File: src/cvd_consts.svh
// Shared constants of the soft-decision trellis decoder
`ifndef CVD_CONSTS_SVH
`define CVD_CONSTS_SVH
`define CVD_SOFT 3
`define CVD_NSYM 2
`define CVD_MW 8
`define CVD_HALF 9'h080
`define CVD_NSTATE 4
`define CVD_TBMAX 16
`define CVD_TBMIN 5'h08
`define CVD_TBMAX_V 5'h10
`define CVD_LMAX 5
`define CVD_ACS_LOG2 0
`define CVD_LOG2C (`CVD_LMAX - 2 - `CVD_ACS_LOG2)
`define CVD_Z ((`CVD_LOG2C == 3) ? 10 : 2 * `CVD_LOG2C)
`define CVD_DW 29
// Packed input bus positions, high to low
`define CVD_F_SYNC 28
`define CVD_F_ECLR 27
`define CVD_F_CSEL 26
`define CVD_F_TBTYPE 25
`define CVD_F_TBLEN 24:20
`define CVD_F_TBST 19:18
`define CVD_F_INST 17:16
`define CVD_F_INVAL 15:8
`define CVD_F_ERAS 7:6
`define CVD_F_SYM1 5:3
`define CVD_F_SYM0 2:0
`endif

File: src/cvd_pkg.sv
// Types of the soft-decision trellis decoder
package cvd_pkg;
    typedef logic [7:0] cvd_metric_t;
    typedef enum logic [1:0] {
        PH_RUN = 2'b01,
        PH_FLUSH = 2'b10
    } cvd_phase_e;
endpackage

File: src/cvd_acs_if.sv
// Carrier between the core and one add-compare-select unit
`timescale 1ns/100ps
interface cvd_acs_if;
    logic [7:0] met_a;
    logic [7:0] met_b;
    logic [3:0] bm_a;
    logic [3:0] bm_b;
    logic [8:0] sum;
    logic dec;
    modport acs (input met_a, input met_b, input bm_a, input bm_b, output sum, output dec);
    modport core (output met_a, output met_b, output bm_a, output bm_b, input sum, input dec);
endinterface

File: src/cvd_acs.sv
// One add-compare-select unit, largest metric survives
`timescale 1ns/100ps
module cvd_acs (
    cvd_acs_if.acs port_if
);
    logic [8:0] sa;
    logic [8:0] sb;
    // Additive accumulation, larger sum wins
    always_comb begin
        sa = {1'b0, port_if.met_a} + {5'h00, port_if.bm_a};
        sb = {1'b0, port_if.met_b} + {5'h00, port_if.bm_b};
        port_if.dec = (sb > sa);
        port_if.sum = (sb > sa) ? sb : sa;
    end
endmodule

File: src/cvd_decoder.sv
// Soft-decision trellis decoder core with streaming sink and source
`timescale 1ns/100ps
`include "cvd_consts.svh"
module cvd_decoder (
    input wire logic clk_sys_i,
    input wire logic srst_i,
    input wire logic [`CVD_DW-1:0] in_data_i,
    input wire logic in_valid_i,
    input wire logic in_sop_i,
    input wire logic in_eop_i,
    output logic in_ready_o,
    input wire logic out_ready_i,
    output logic out_valid_o,
    output logic out_bit_o,
    output logic out_sop_o,
    output logic out_eop_o,
    output logic [1:0] best_state_o,
    output logic [`CVD_MW-1:0] best_metric_o,
    output logic [7:0] norm_count_o
);
    cvd_pkg::cvd_phase_e phase_reg;
    cvd_pkg::cvd_metric_t met_reg [`CVD_NSTATE], met_use [`CVD_NSTATE], met_next [`CVD_NSTATE];
    logic [`CVD_TBMAX-1:0] path_reg [`CVD_NSTATE], path_use [`CVD_NSTATE];
    logic [`CVD_TBMAX-1:0] path_next [`CVD_NSTATE];
    logic [3:0] pace_reg;
    logic [4:0] step_reg, flush_reg, depth_reg, depth_in, depth_use, idx, step_after;
    logic ready_q_reg, oready_q_reg, csel_reg, sync_reg, tbtype_reg, first_reg;
    logic pend_reg, pend_bit_reg, pend_sop_reg, pend_eop_reg;
    logic pace_tick, accept, acc_sop, flush_step, step, norm, emit_now, csel_use;
    logic [2:0] sym0, sym1;
    logic [1:0] tbst_reg, eras, best_next, best_cur, tb_sel;

    // Branch metric: confidence toward each expected bit, erased adds nothing
    function automatic logic [3:0] bm_f(input logic e0, input logic e1,
            input logic [2:0] s0, input logic [2:0] s1, input logic [1:0] er);
        logic [2:0] v0, v1;
        logic [3:0] r;
        v0 = {~s0[2], s0[1:0]};
        v1 = {~s1[2], s1[1:0]};
        r = 4'h0;
        if (!er[0]) begin
            r = r + {1'b0, (e0 ? ~v0 : v0)};
        end
        if (!er[1]) begin
            r = r + {1'b0, (e1 ? ~v1 : v1)};
        end
        return r;
    endfunction

    // Handshake qualification and pacing
    assign pace_tick = (pace_reg == 4'(`CVD_Z - 1));
    assign accept = in_valid_i && ready_q_reg;
    assign acc_sop = accept && in_sop_i;
    assign flush_step = (phase_reg == cvd_pkg::PH_FLUSH) && pace_tick && !pend_reg;
    assign step = accept || flush_step;
    assign emit_now = pend_reg && oready_q_reg;

    // Input unpacking with optional node-sync swap
    always_comb begin
        logic sw;
        sw = acc_sop ? in_data_i[`CVD_F_SYNC] : sync_reg;
        if (flush_step) begin
            sym0 = 3'h0;
            sym1 = 3'h0;
            eras = 2'h3;
        end else if (sw) begin
            sym0 = in_data_i[`CVD_F_SYM1];
            sym1 = in_data_i[`CVD_F_SYM0];
            eras = {<<{in_data_i[`CVD_F_ERAS]}};
        end else begin
            sym0 = in_data_i[`CVD_F_SYM0];
            sym1 = in_data_i[`CVD_F_SYM1];
            eras = in_data_i[`CVD_F_ERAS];
        end
    end

    // Traceback depth clamp to the survivor length
    always_comb begin
        depth_in = in_data_i[`CVD_F_TBLEN];
        if (depth_in < `CVD_TBMIN) begin
            depth_in = `CVD_TBMIN;
        end else if (depth_in > `CVD_TBMAX_V) begin
            depth_in = `CVD_TBMAX_V;
        end
    end
    assign depth_use = acc_sop ? depth_in : depth_reg;
    assign csel_use = acc_sop ? in_data_i[`CVD_F_CSEL] : csel_reg;

    // Metric and path seeding at block start
    always_comb begin
        for (int s = 0; s < `CVD_NSTATE; s++) begin
            if (acc_sop) begin
                met_use[s] = (2'(s) == in_data_i[`CVD_F_INST]) ?
                    in_data_i[`CVD_F_INVAL] : 8'h00;
                path_use[s] = '0;
            end else begin
                met_use[s] = met_reg[s];
                path_use[s] = path_reg[s];
            end
        end
    end

    // Trellis butterflies, one unit per state
    cvd_acs_if acs_if [`CVD_NSTATE] ();
    logic [8:0] sums [`CVD_NSTATE];
    generate
        for (genvar n = 0; n < `CVD_NSTATE; n++) begin : g_acs
            localparam logic [1:0] PA = {n[0], 1'b0};
            localparam logic [1:0] PB = {n[0], 1'b1};
            localparam logic B = n[1];
            logic ga0, ga1, gb0, gb1;
            assign ga0 = B ^ PA[1] ^ PA[0];
            assign ga1 = B ^ PA[0];
            assign gb0 = B ^ PB[1] ^ PB[0];
            assign gb1 = B ^ PB[0];
            assign acs_if[n].met_a = met_use[PA];
            assign acs_if[n].met_b = met_use[PB];
            // Code select swaps the generator pair
            assign acs_if[n].bm_a = csel_use ? bm_f(ga1, ga0, sym0, sym1, eras) :
                bm_f(ga0, ga1, sym0, sym1, eras);
            assign acs_if[n].bm_b = csel_use ? bm_f(gb1, gb0, sym0, sym1, eras) :
                bm_f(gb0, gb1, sym0, sym1, eras);
            assign sums[n] = acs_if[n].sum;
            assign path_next[n] = acs_if[n].dec ?
                {path_use[PB][`CVD_TBMAX-2:0], B} : {path_use[PA][`CVD_TBMAX-2:0], B};
            cvd_acs u_acs (
                .port_if(acs_if[n])
            );
        end
    endgenerate

    // Normalization once any metric enters the upper half
    always_comb begin
        norm = 1'b0;
        for (int s = 0; s < `CVD_NSTATE; s++) begin
            if (sums[s] >= `CVD_HALF) begin
                norm = 1'b1;
            end
        end
        for (int s = 0; s < `CVD_NSTATE; s++) begin
            if (!norm) begin
                met_next[s] = sums[s][7:0];
            end else if (sums[s] >= `CVD_HALF) begin
                met_next[s] = 8'(sums[s] - `CVD_HALF);
            end else begin
                met_next[s] = 8'h00;
            end
        end
    end

    // Best state search on new and on held metrics
    always_comb begin
        best_next = 2'h0;
        best_cur = 2'h0;
        for (int s = 1; s < `CVD_NSTATE; s++) begin
            if (met_next[s] > met_next[best_next]) begin
                best_next = 2'(s);
            end
            if (met_reg[s] > met_reg[best_cur]) begin
                best_cur = 2'(s);
            end
        end
    end

    // Traceback start: given state at block end, else best
    assign tb_sel = (flush_step && tbtype_reg) ? tbst_reg : best_next;
    assign idx = depth_use - 5'h01;
    assign step_after = acc_sop ? 5'h01 : ((step_reg == 5'h1F) ? step_reg : step_reg + 5'h01);

    // Ready pulse: one clock per Z, held off by a waiting bit
    always_ff @(posedge clk_sys_i or posedge srst_i) begin
        if (srst_i) begin
            pace_reg <= 4'h0;
            in_ready_o <= 1'b0;
            ready_q_reg <= 1'b0;
            oready_q_reg <= 1'b0;
        end else begin
            pace_reg <= pace_tick ? 4'h0 : pace_reg + 4'h1;
            in_ready_o <= pace_tick && !pend_reg && (phase_reg == cvd_pkg::PH_RUN);
            ready_q_reg <= in_ready_o;
            oready_q_reg <= out_ready_i;
        end
    end

    // Block phase and flush countdown after the end-of-block transfer
    always_ff @(posedge clk_sys_i or posedge srst_i) begin
        if (srst_i) begin
            phase_reg <= cvd_pkg::PH_RUN;
            flush_reg <= 5'h00;
        end else begin
            unique case (phase_reg)
                cvd_pkg::PH_RUN: begin
                    if (accept && in_eop_i && depth_use > 5'h01) begin
                        phase_reg <= cvd_pkg::PH_FLUSH;
                        flush_reg <= depth_use - 5'h01;
                    end
                end
                cvd_pkg::PH_FLUSH: begin
                    if (flush_step) begin
                        flush_reg <= flush_reg - 5'h01;
                        if (flush_reg == 5'h01) begin
                            phase_reg <= cvd_pkg::PH_RUN;
                        end
                    end
                end
                default: begin
                    phase_reg <= cvd_pkg::PH_RUN;
                end
            endcase
        end
    end

    // Configuration latched at block start, traceback start at block end
    always_ff @(posedge clk_sys_i or posedge srst_i) begin
        if (srst_i) begin
            depth_reg <= `CVD_TBMAX_V;
            csel_reg <= 1'b0;
            sync_reg <= 1'b0;
            tbtype_reg <= 1'b0;
            tbst_reg <= 2'h0;
        end else begin
            if (acc_sop) begin
                depth_reg <= depth_in;
                csel_reg <= in_data_i[`CVD_F_CSEL];
                sync_reg <= in_data_i[`CVD_F_SYNC];
            end
            if (accept && in_eop_i) begin
                tbtype_reg <= in_data_i[`CVD_F_TBTYPE];
                tbst_reg <= in_data_i[`CVD_F_TBST];
            end
        end
    end

    // State metrics, survivors and step count
    always_ff @(posedge clk_sys_i or posedge srst_i) begin
        if (srst_i) begin
            for (int s = 0; s < `CVD_NSTATE; s++) begin
                met_reg[s] <= 8'h00;
                path_reg[s] <= '0;
            end
            step_reg <= 5'h00;
        end else if (step) begin
            for (int s = 0; s < `CVD_NSTATE; s++) begin
                met_reg[s] <= met_next[s];
                path_reg[s] <= path_next[s];
            end
            step_reg <= step_after;
        end
    end

    // Normalization counter, restarted by each block start
    always_ff @(posedge clk_sys_i or posedge srst_i) begin
        if (srst_i) begin
            norm_count_o <= 8'h00;
        end else if (step && acc_sop) begin
            norm_count_o <= {7'h00, norm};
        end else if (step && norm) begin
            norm_count_o <= norm_count_o + 8'h01;
        end
    end

    // Best metric and state for reconstructing the path total
    always_ff @(posedge clk_sys_i or posedge srst_i) begin
        if (srst_i) begin
            best_state_o <= 2'h0;
            best_metric_o <= 8'h00;
        end else begin
            best_state_o <= best_cur;
            best_metric_o <= met_reg[best_cur];
        end
    end

    // Decoded bit waits here until the sink is ready
    always_ff @(posedge clk_sys_i or posedge srst_i) begin
        if (srst_i) begin
            pend_reg <= 1'b0;
            pend_bit_reg <= 1'b0;
            pend_sop_reg <= 1'b0;
            pend_eop_reg <= 1'b0;
            first_reg <= 1'b0;
        end else begin
            if (step && step_after >= depth_use) begin
                pend_reg <= 1'b1;
                pend_bit_reg <= path_next[tb_sel][idx[3:0]];
                pend_sop_reg <= first_reg || acc_sop;
                pend_eop_reg <= flush_step && (flush_reg == 5'h01);
                first_reg <= 1'b0;
            end else begin
                if (emit_now) begin
                    pend_reg <= 1'b0;
                end
                if (acc_sop) begin
                    first_reg <= 1'b1;
                end
            end
        end
    end

    // Output source: valid one clock per bit, block flags set only together with valid
    always_ff @(posedge clk_sys_i or posedge srst_i) begin
        if (srst_i) begin
            out_valid_o <= 1'b0;
            out_bit_o <= 1'b0;
            out_sop_o <= 1'b0;
            out_eop_o <= 1'b0;
        end else begin
            out_valid_o <= emit_now;
            out_bit_o <= emit_now ? pend_bit_reg : out_bit_o;
            out_sop_o <= emit_now && pend_sop_reg;
            out_eop_o <= emit_now && pend_eop_reg;
        end
    end

    // Checks on the stream behaviour
    property p_ready_pulse;
        @(posedge clk_sys_i) disable iff (srst_i)
        in_ready_o |=> !in_ready_o [*8];
    endproperty
    a_ready_pulse: assert property (p_ready_pulse) else $error("ready pulse too close");

    property p_valid_pulse;
        @(posedge clk_sys_i) disable iff (srst_i)
        out_valid_o |=> !out_valid_o;
    endproperty
    a_valid_pulse: assert property (p_valid_pulse) else $error("valid held over");

    property p_out_after_rdy;
        @(posedge clk_sys_i) disable iff (srst_i)
        out_valid_o |-> $past(out_ready_i, 2);
    endproperty
    a_out_after_rdy: assert property (p_out_after_rdy) else $error("valid without ready");

    property p_norm_inc;
        @(posedge clk_sys_i) disable iff (srst_i)
        (step && norm && !acc_sop) |=> norm_count_o == $past(norm_count_o) + 8'h01;
    endproperty
    a_norm_inc: assert property (p_norm_inc) else $error("norm count not bumped");

    property p_norm_clear;
        @(posedge clk_sys_i) disable iff (srst_i)
        (acc_sop && !norm) |=> norm_count_o == 8'h00;
    endproperty
    a_norm_clear: assert property (p_norm_clear) else $error("norm count not cleared");

    property p_reset_out;
        @(posedge clk_sys_i)
        srst_i |=> !in_ready_o && !out_valid_o && norm_count_o == 8'h00;
    endproperty
    a_reset_out: assert property (p_reset_out) else $error("outputs live after reset");

    property p_best;
        @(posedge clk_sys_i) disable iff (srst_i)
        1'b1 |=> best_metric_o >= $past(met_reg[0]) && best_metric_o >= $past(met_reg[3]);
    endproperty
    a_best: assert property (p_best) else $error("best metric not largest");

    property p_metric_low;
        @(posedge clk_sys_i) disable iff (srst_i)
        step |=> met_reg[best_cur] < 8'(`CVD_HALF);
    endproperty
    a_metric_low: assert property (p_metric_low) else $error("metric left upper half");

    property p_accept;
        @(posedge clk_sys_i) disable iff (srst_i)
        (in_valid_i && !ready_q_reg && phase_reg == cvd_pkg::PH_RUN) |=> $stable(step_reg);
    endproperty
    a_accept: assert property (p_accept) else $error("data taken without ready");
endmodule

File: config.mk
export PLATFORM = sky130hd
export DESIGN_NAME = cvd_decoder
export DESIGN_NICKNAME = d
export VERILOG_FILES = /design/src/cvd_pkg.sv /design/src/cvd_acs_if.sv /design/src/cvd_acs.sv /design/src/cvd_decoder.sv
export VERILOG_INCLUDE_DIRS = /design/src
export SDC_FILE = /design/constraint.sdc
export NUM_CORES = 1
export LEC_CHECK = 0
export BUFFER_PORTS_ARGS = -buffer_cell sky130_fd_sc_hd__buf_2
export CAP_MARGIN = 20
export CORE_ASPECT_RATIO = 0.5
export CORE_UTILIZATION = 45
export CTS_BUF_LIST = sky130_fd_sc_hd__clkbuf_16
export DETAILED_ROUTE_END_ITERATION = 6
export GPL_TIMING_DRIVEN = 0
export PLACE_DENSITY_LB_ADDON = 0.12
export SYNTH_ARGS = -nofsm -noshare
export SYNTH_HDL_FRONTEND = slang
export SYNTH_SLANG_ARGS = --single-unit
File: constraint.sdc
create_clock -name clk_sys_i -period 13.1 [get_ports clk_sys_i]
set_clock_uncertainty 0.2 [all_clocks]
set_input_delay 2.62 -clock clk_sys_i [delete_from_list [all_inputs] [get_ports clk_sys_i]]
set_output_delay 2.62 -clock clk_sys_i [all_outputs]
set_load 0.01 [all_outputs]
==> out/qor.yml <==
floorplanning:
  initial_core_util_pct: 45.8
  die_y_um: 124
  fp.dieW_um: 245
  num_rows: 44
  pin_count: 58
  die-area_um2: 30300
  core_area_um2: 29000
timing:
  rsz0062_at_grt: "yes"
  period_minus_slack_ns: 13.59
  setup-violations-final: 1
  slew_headroom_pct: 29.2
  max_freq_mhz: 73.6
  setup_slack_ns: -0.486
  tightest_slew_ns: 1.05
  final_max_slew_viol_count: 0
  post-route-period-util_pct: 104
  hold_violations: 0
critical_path:
  rr_worst_depth: 61
  cp_slowest_cell: "mux2i_1"
  critical_path_class: "input pin to register"
  required_ns: 13.19
  cpPeakStageDelay_ns: 0.56
  arrival_ns: 13.68
  start_kind: "input pin"
  cp_max_fo: 10
  cp-end-kind: "register"
  rrSetupSlack_ns: 0.97
  timing.rr.start: "phase_reg[0]"
  regToRegEndpoint: "pend_bit_reg"
clock_network:
  cts_max_level: 4
  cts-root-buf: "clkbuf_16"
  clockBufferDepth: 2
  cts-hold-fix-buffers: 0
  clk_latency_ns: 0.45
  numCtsBuffers: 17
  cts_tree: "done"
  path_clk_slew_ns: 0.06
  cts_sinks: 142
place:
  placement.io_buffers: 53
  routabilityCongestion: 0.995
  place_hpwl_mm: 37.4
  dpl_cell_area_um2: 14200
min_path:
  hold_depth: 0
  whs_endpoint: "ready_q_reg"
  hold_path_class: "register to register"
  hold_start: "in_ready_o"
drt:
  viasPerCell: 5.97
  drt_drc_violations_left: 0
  antenna_left: 0
  drt_iter0_drc: 1185
  drt_first_pass_iters: 5
  dr_total_vias: 13300
  post_drt_wl_per_cell_um: 22.6
  wirelength_mm: 50.3
synthesis:
  synth_edf_count: 0
  synthesis.area_um2: 13300
  ys_types: 84
  synthArstFlopShare_pct: 100
  ys_seq_area_share_pct: 26.8
  syn-num-nets: 1798
  synthCells: 1618
  syn_avg_cell_area_um2: 8.21
  yosys_most_used_dff: "dfrtp_1"
  ys_warn_count: 0
  yosys_register_bits: 142
cells_and_area:
  final_layout_size_suffix_gt1_share_pct: 27.2
  largest_reg_flops: 54
  antennaDiodeCount: 0
  fin_area_um2: 17200
  final_cell_mix: "nand2_1, dfrtp_1, buf_4, ha_1, o21ai_0"
  area_growth_pct: 29.8
  regArea_um2: 3560
  mostFrequentLayoutCell: "nand2_1"
  n_fill_cell: 2531
  multi_input_area_um2: 10400
  num-nets-final: 1999
global_route:
  grt_max_degree: 83
  grt_usage_pct: 32.8
  grt_pass1_wl_mm: 73.5
  grt_pass1_vias: 12600
  grt_overflow_total: 0
  antenna_found_initial: 1
outcome:
  violations: "setup timing"
  status: "complete, but fails checks"
run:
  maxCapViolations: 0
cell usage after synthesis, types with 4 or more instances:
cell / number / area, µm²
mux2_2: 30 / 338
and2_1: 14 / 87.6
o211ai_1: 8 / 60.1
dfrtp_1: 140 / 3500
o21bai_1: 5 / 37.5
o31ai_1: 14 / 105
or4_1: 4 / 30.0
clkbuf_1: 52 / 195
xor2_1: 25 / 219
a21o_1: 29 / 218
a31oi_1: 19 / 119
or3_1: 8 / 50.1
fa_1: 8 / 160
mux2i_1: 104 / 1040
a221oi_1: 5 / 43.8
nand3_1: 46 / 230
buf_1: 11 / 41.3
o2111ai_1: 4 / 35.0
nor2_1: 122 / 458
nand4_1: 13 / 81.3
a21oi_1: 103 / 515
buf_2: 6 / 30.0
nand2b_1: 17 / 106
o21ai_0: 132 / 661
maj3_1: 5 / 50.1
and3_1: 24 / 150
nor3_1: 28 / 140
or2_2: 4 / 25.0
ha_1: 137 / 1710
o21a_1: 16 / 120
a22o_1: 6 / 52.6
o22ai_1: 6 / 37.5
inv_1: 99 / 372
nand2_1: 197 / 739
xnor2_1: 41 / 359
a211oi_1: 10 / 75.1
nor2b_1: 43 / 269
o21ai_1: 11 / 55.1
layout make-up:
type,instances,share of cell area (%)
Multi-Input combinational cell,1303,60.0
Sequential cell,142,20.6
Timing Repair Buffer,185,8.19
Tap cell,391,2.84
Buffer,70,2.69
Clock buffer,17,2.47
Inverter,100,2.22
Clock inverter,15,0.943
worst max-delay path: cells and delay by family:
kind,cells,cell delay [ns]
AOI/OAI and AO/OA,24,4.23
buffers and inverters,14,1.85
and+or+nand+nor,14,1.80
adders and majority gates,6,1.72
muxes,3,1.07
xor gates and xnor gates,2,0.33
stage by stage:
step                setup WS, ns  setup TNS, ns  std cells  util, %  hold slack (ns)
floorplan               -0.00445       -0.00445       1618        -            0.216
global placement           -3.31          -3.31       2062     49.0            0.183
CTS                       -0.204         -0.204       2186     56.8            0.218
finish                    -0.486         -0.486       2223     59.5            0.211
global route              -0.930         -0.930       2223     59.5            0.231
detailed placement         -3.49          -3.49       2063     49.1            0.206
cell families (layout without fill, tap and decap cells):
logic type	count (synthesis)	in the layout	synth area share, %
compound gates	412	412	19.5
xor+xnor	66	66	4.35
fa+ha+maj	150	150	14.5
buf+inv	173	387	5.08
flops	142	142	26.8
mux	136	136	10.7
simple gates	539	539	19.1
how the worst max path moves through the flow:
stage,start,end,cells after the start
6_report,in_valid_i,pend_bit_reg,63
5_1_grt,in_data_i[28],pend_bit_reg,63
4_1_cts,in_sop_i,pend_bit_reg,60
3_5_place_dp,in_valid_i,pend_bit_reg,57
3_3_place_gp,in_valid_i,pend_bit_reg,57
2_1_floorplan,in_valid_i,pend_bit_reg,61
repair_timing:
item | 4_1_cts | 5_1_grt
endpoints found under the setup margin | 1 | 1
gates resized for setup | 206 | 102
buffers inserted | 93 | 36
pin swaps | 88 | 88
gates cloned | 1 | 0
layer usage:
metal  wire (µm)  global-route usage [%]  vias to the layer above
li1            -                       -                     6155
met1       22900                    45.4                     6554
met2       22300                    51.0                      464
met3        3600                    6.10                       95
met4        1460                    12.1                        0
met5           0                       0                        -
Power is not shown: default switching activity piles up to over one toggle a cycle in this logic, so the estimate is an artifact.
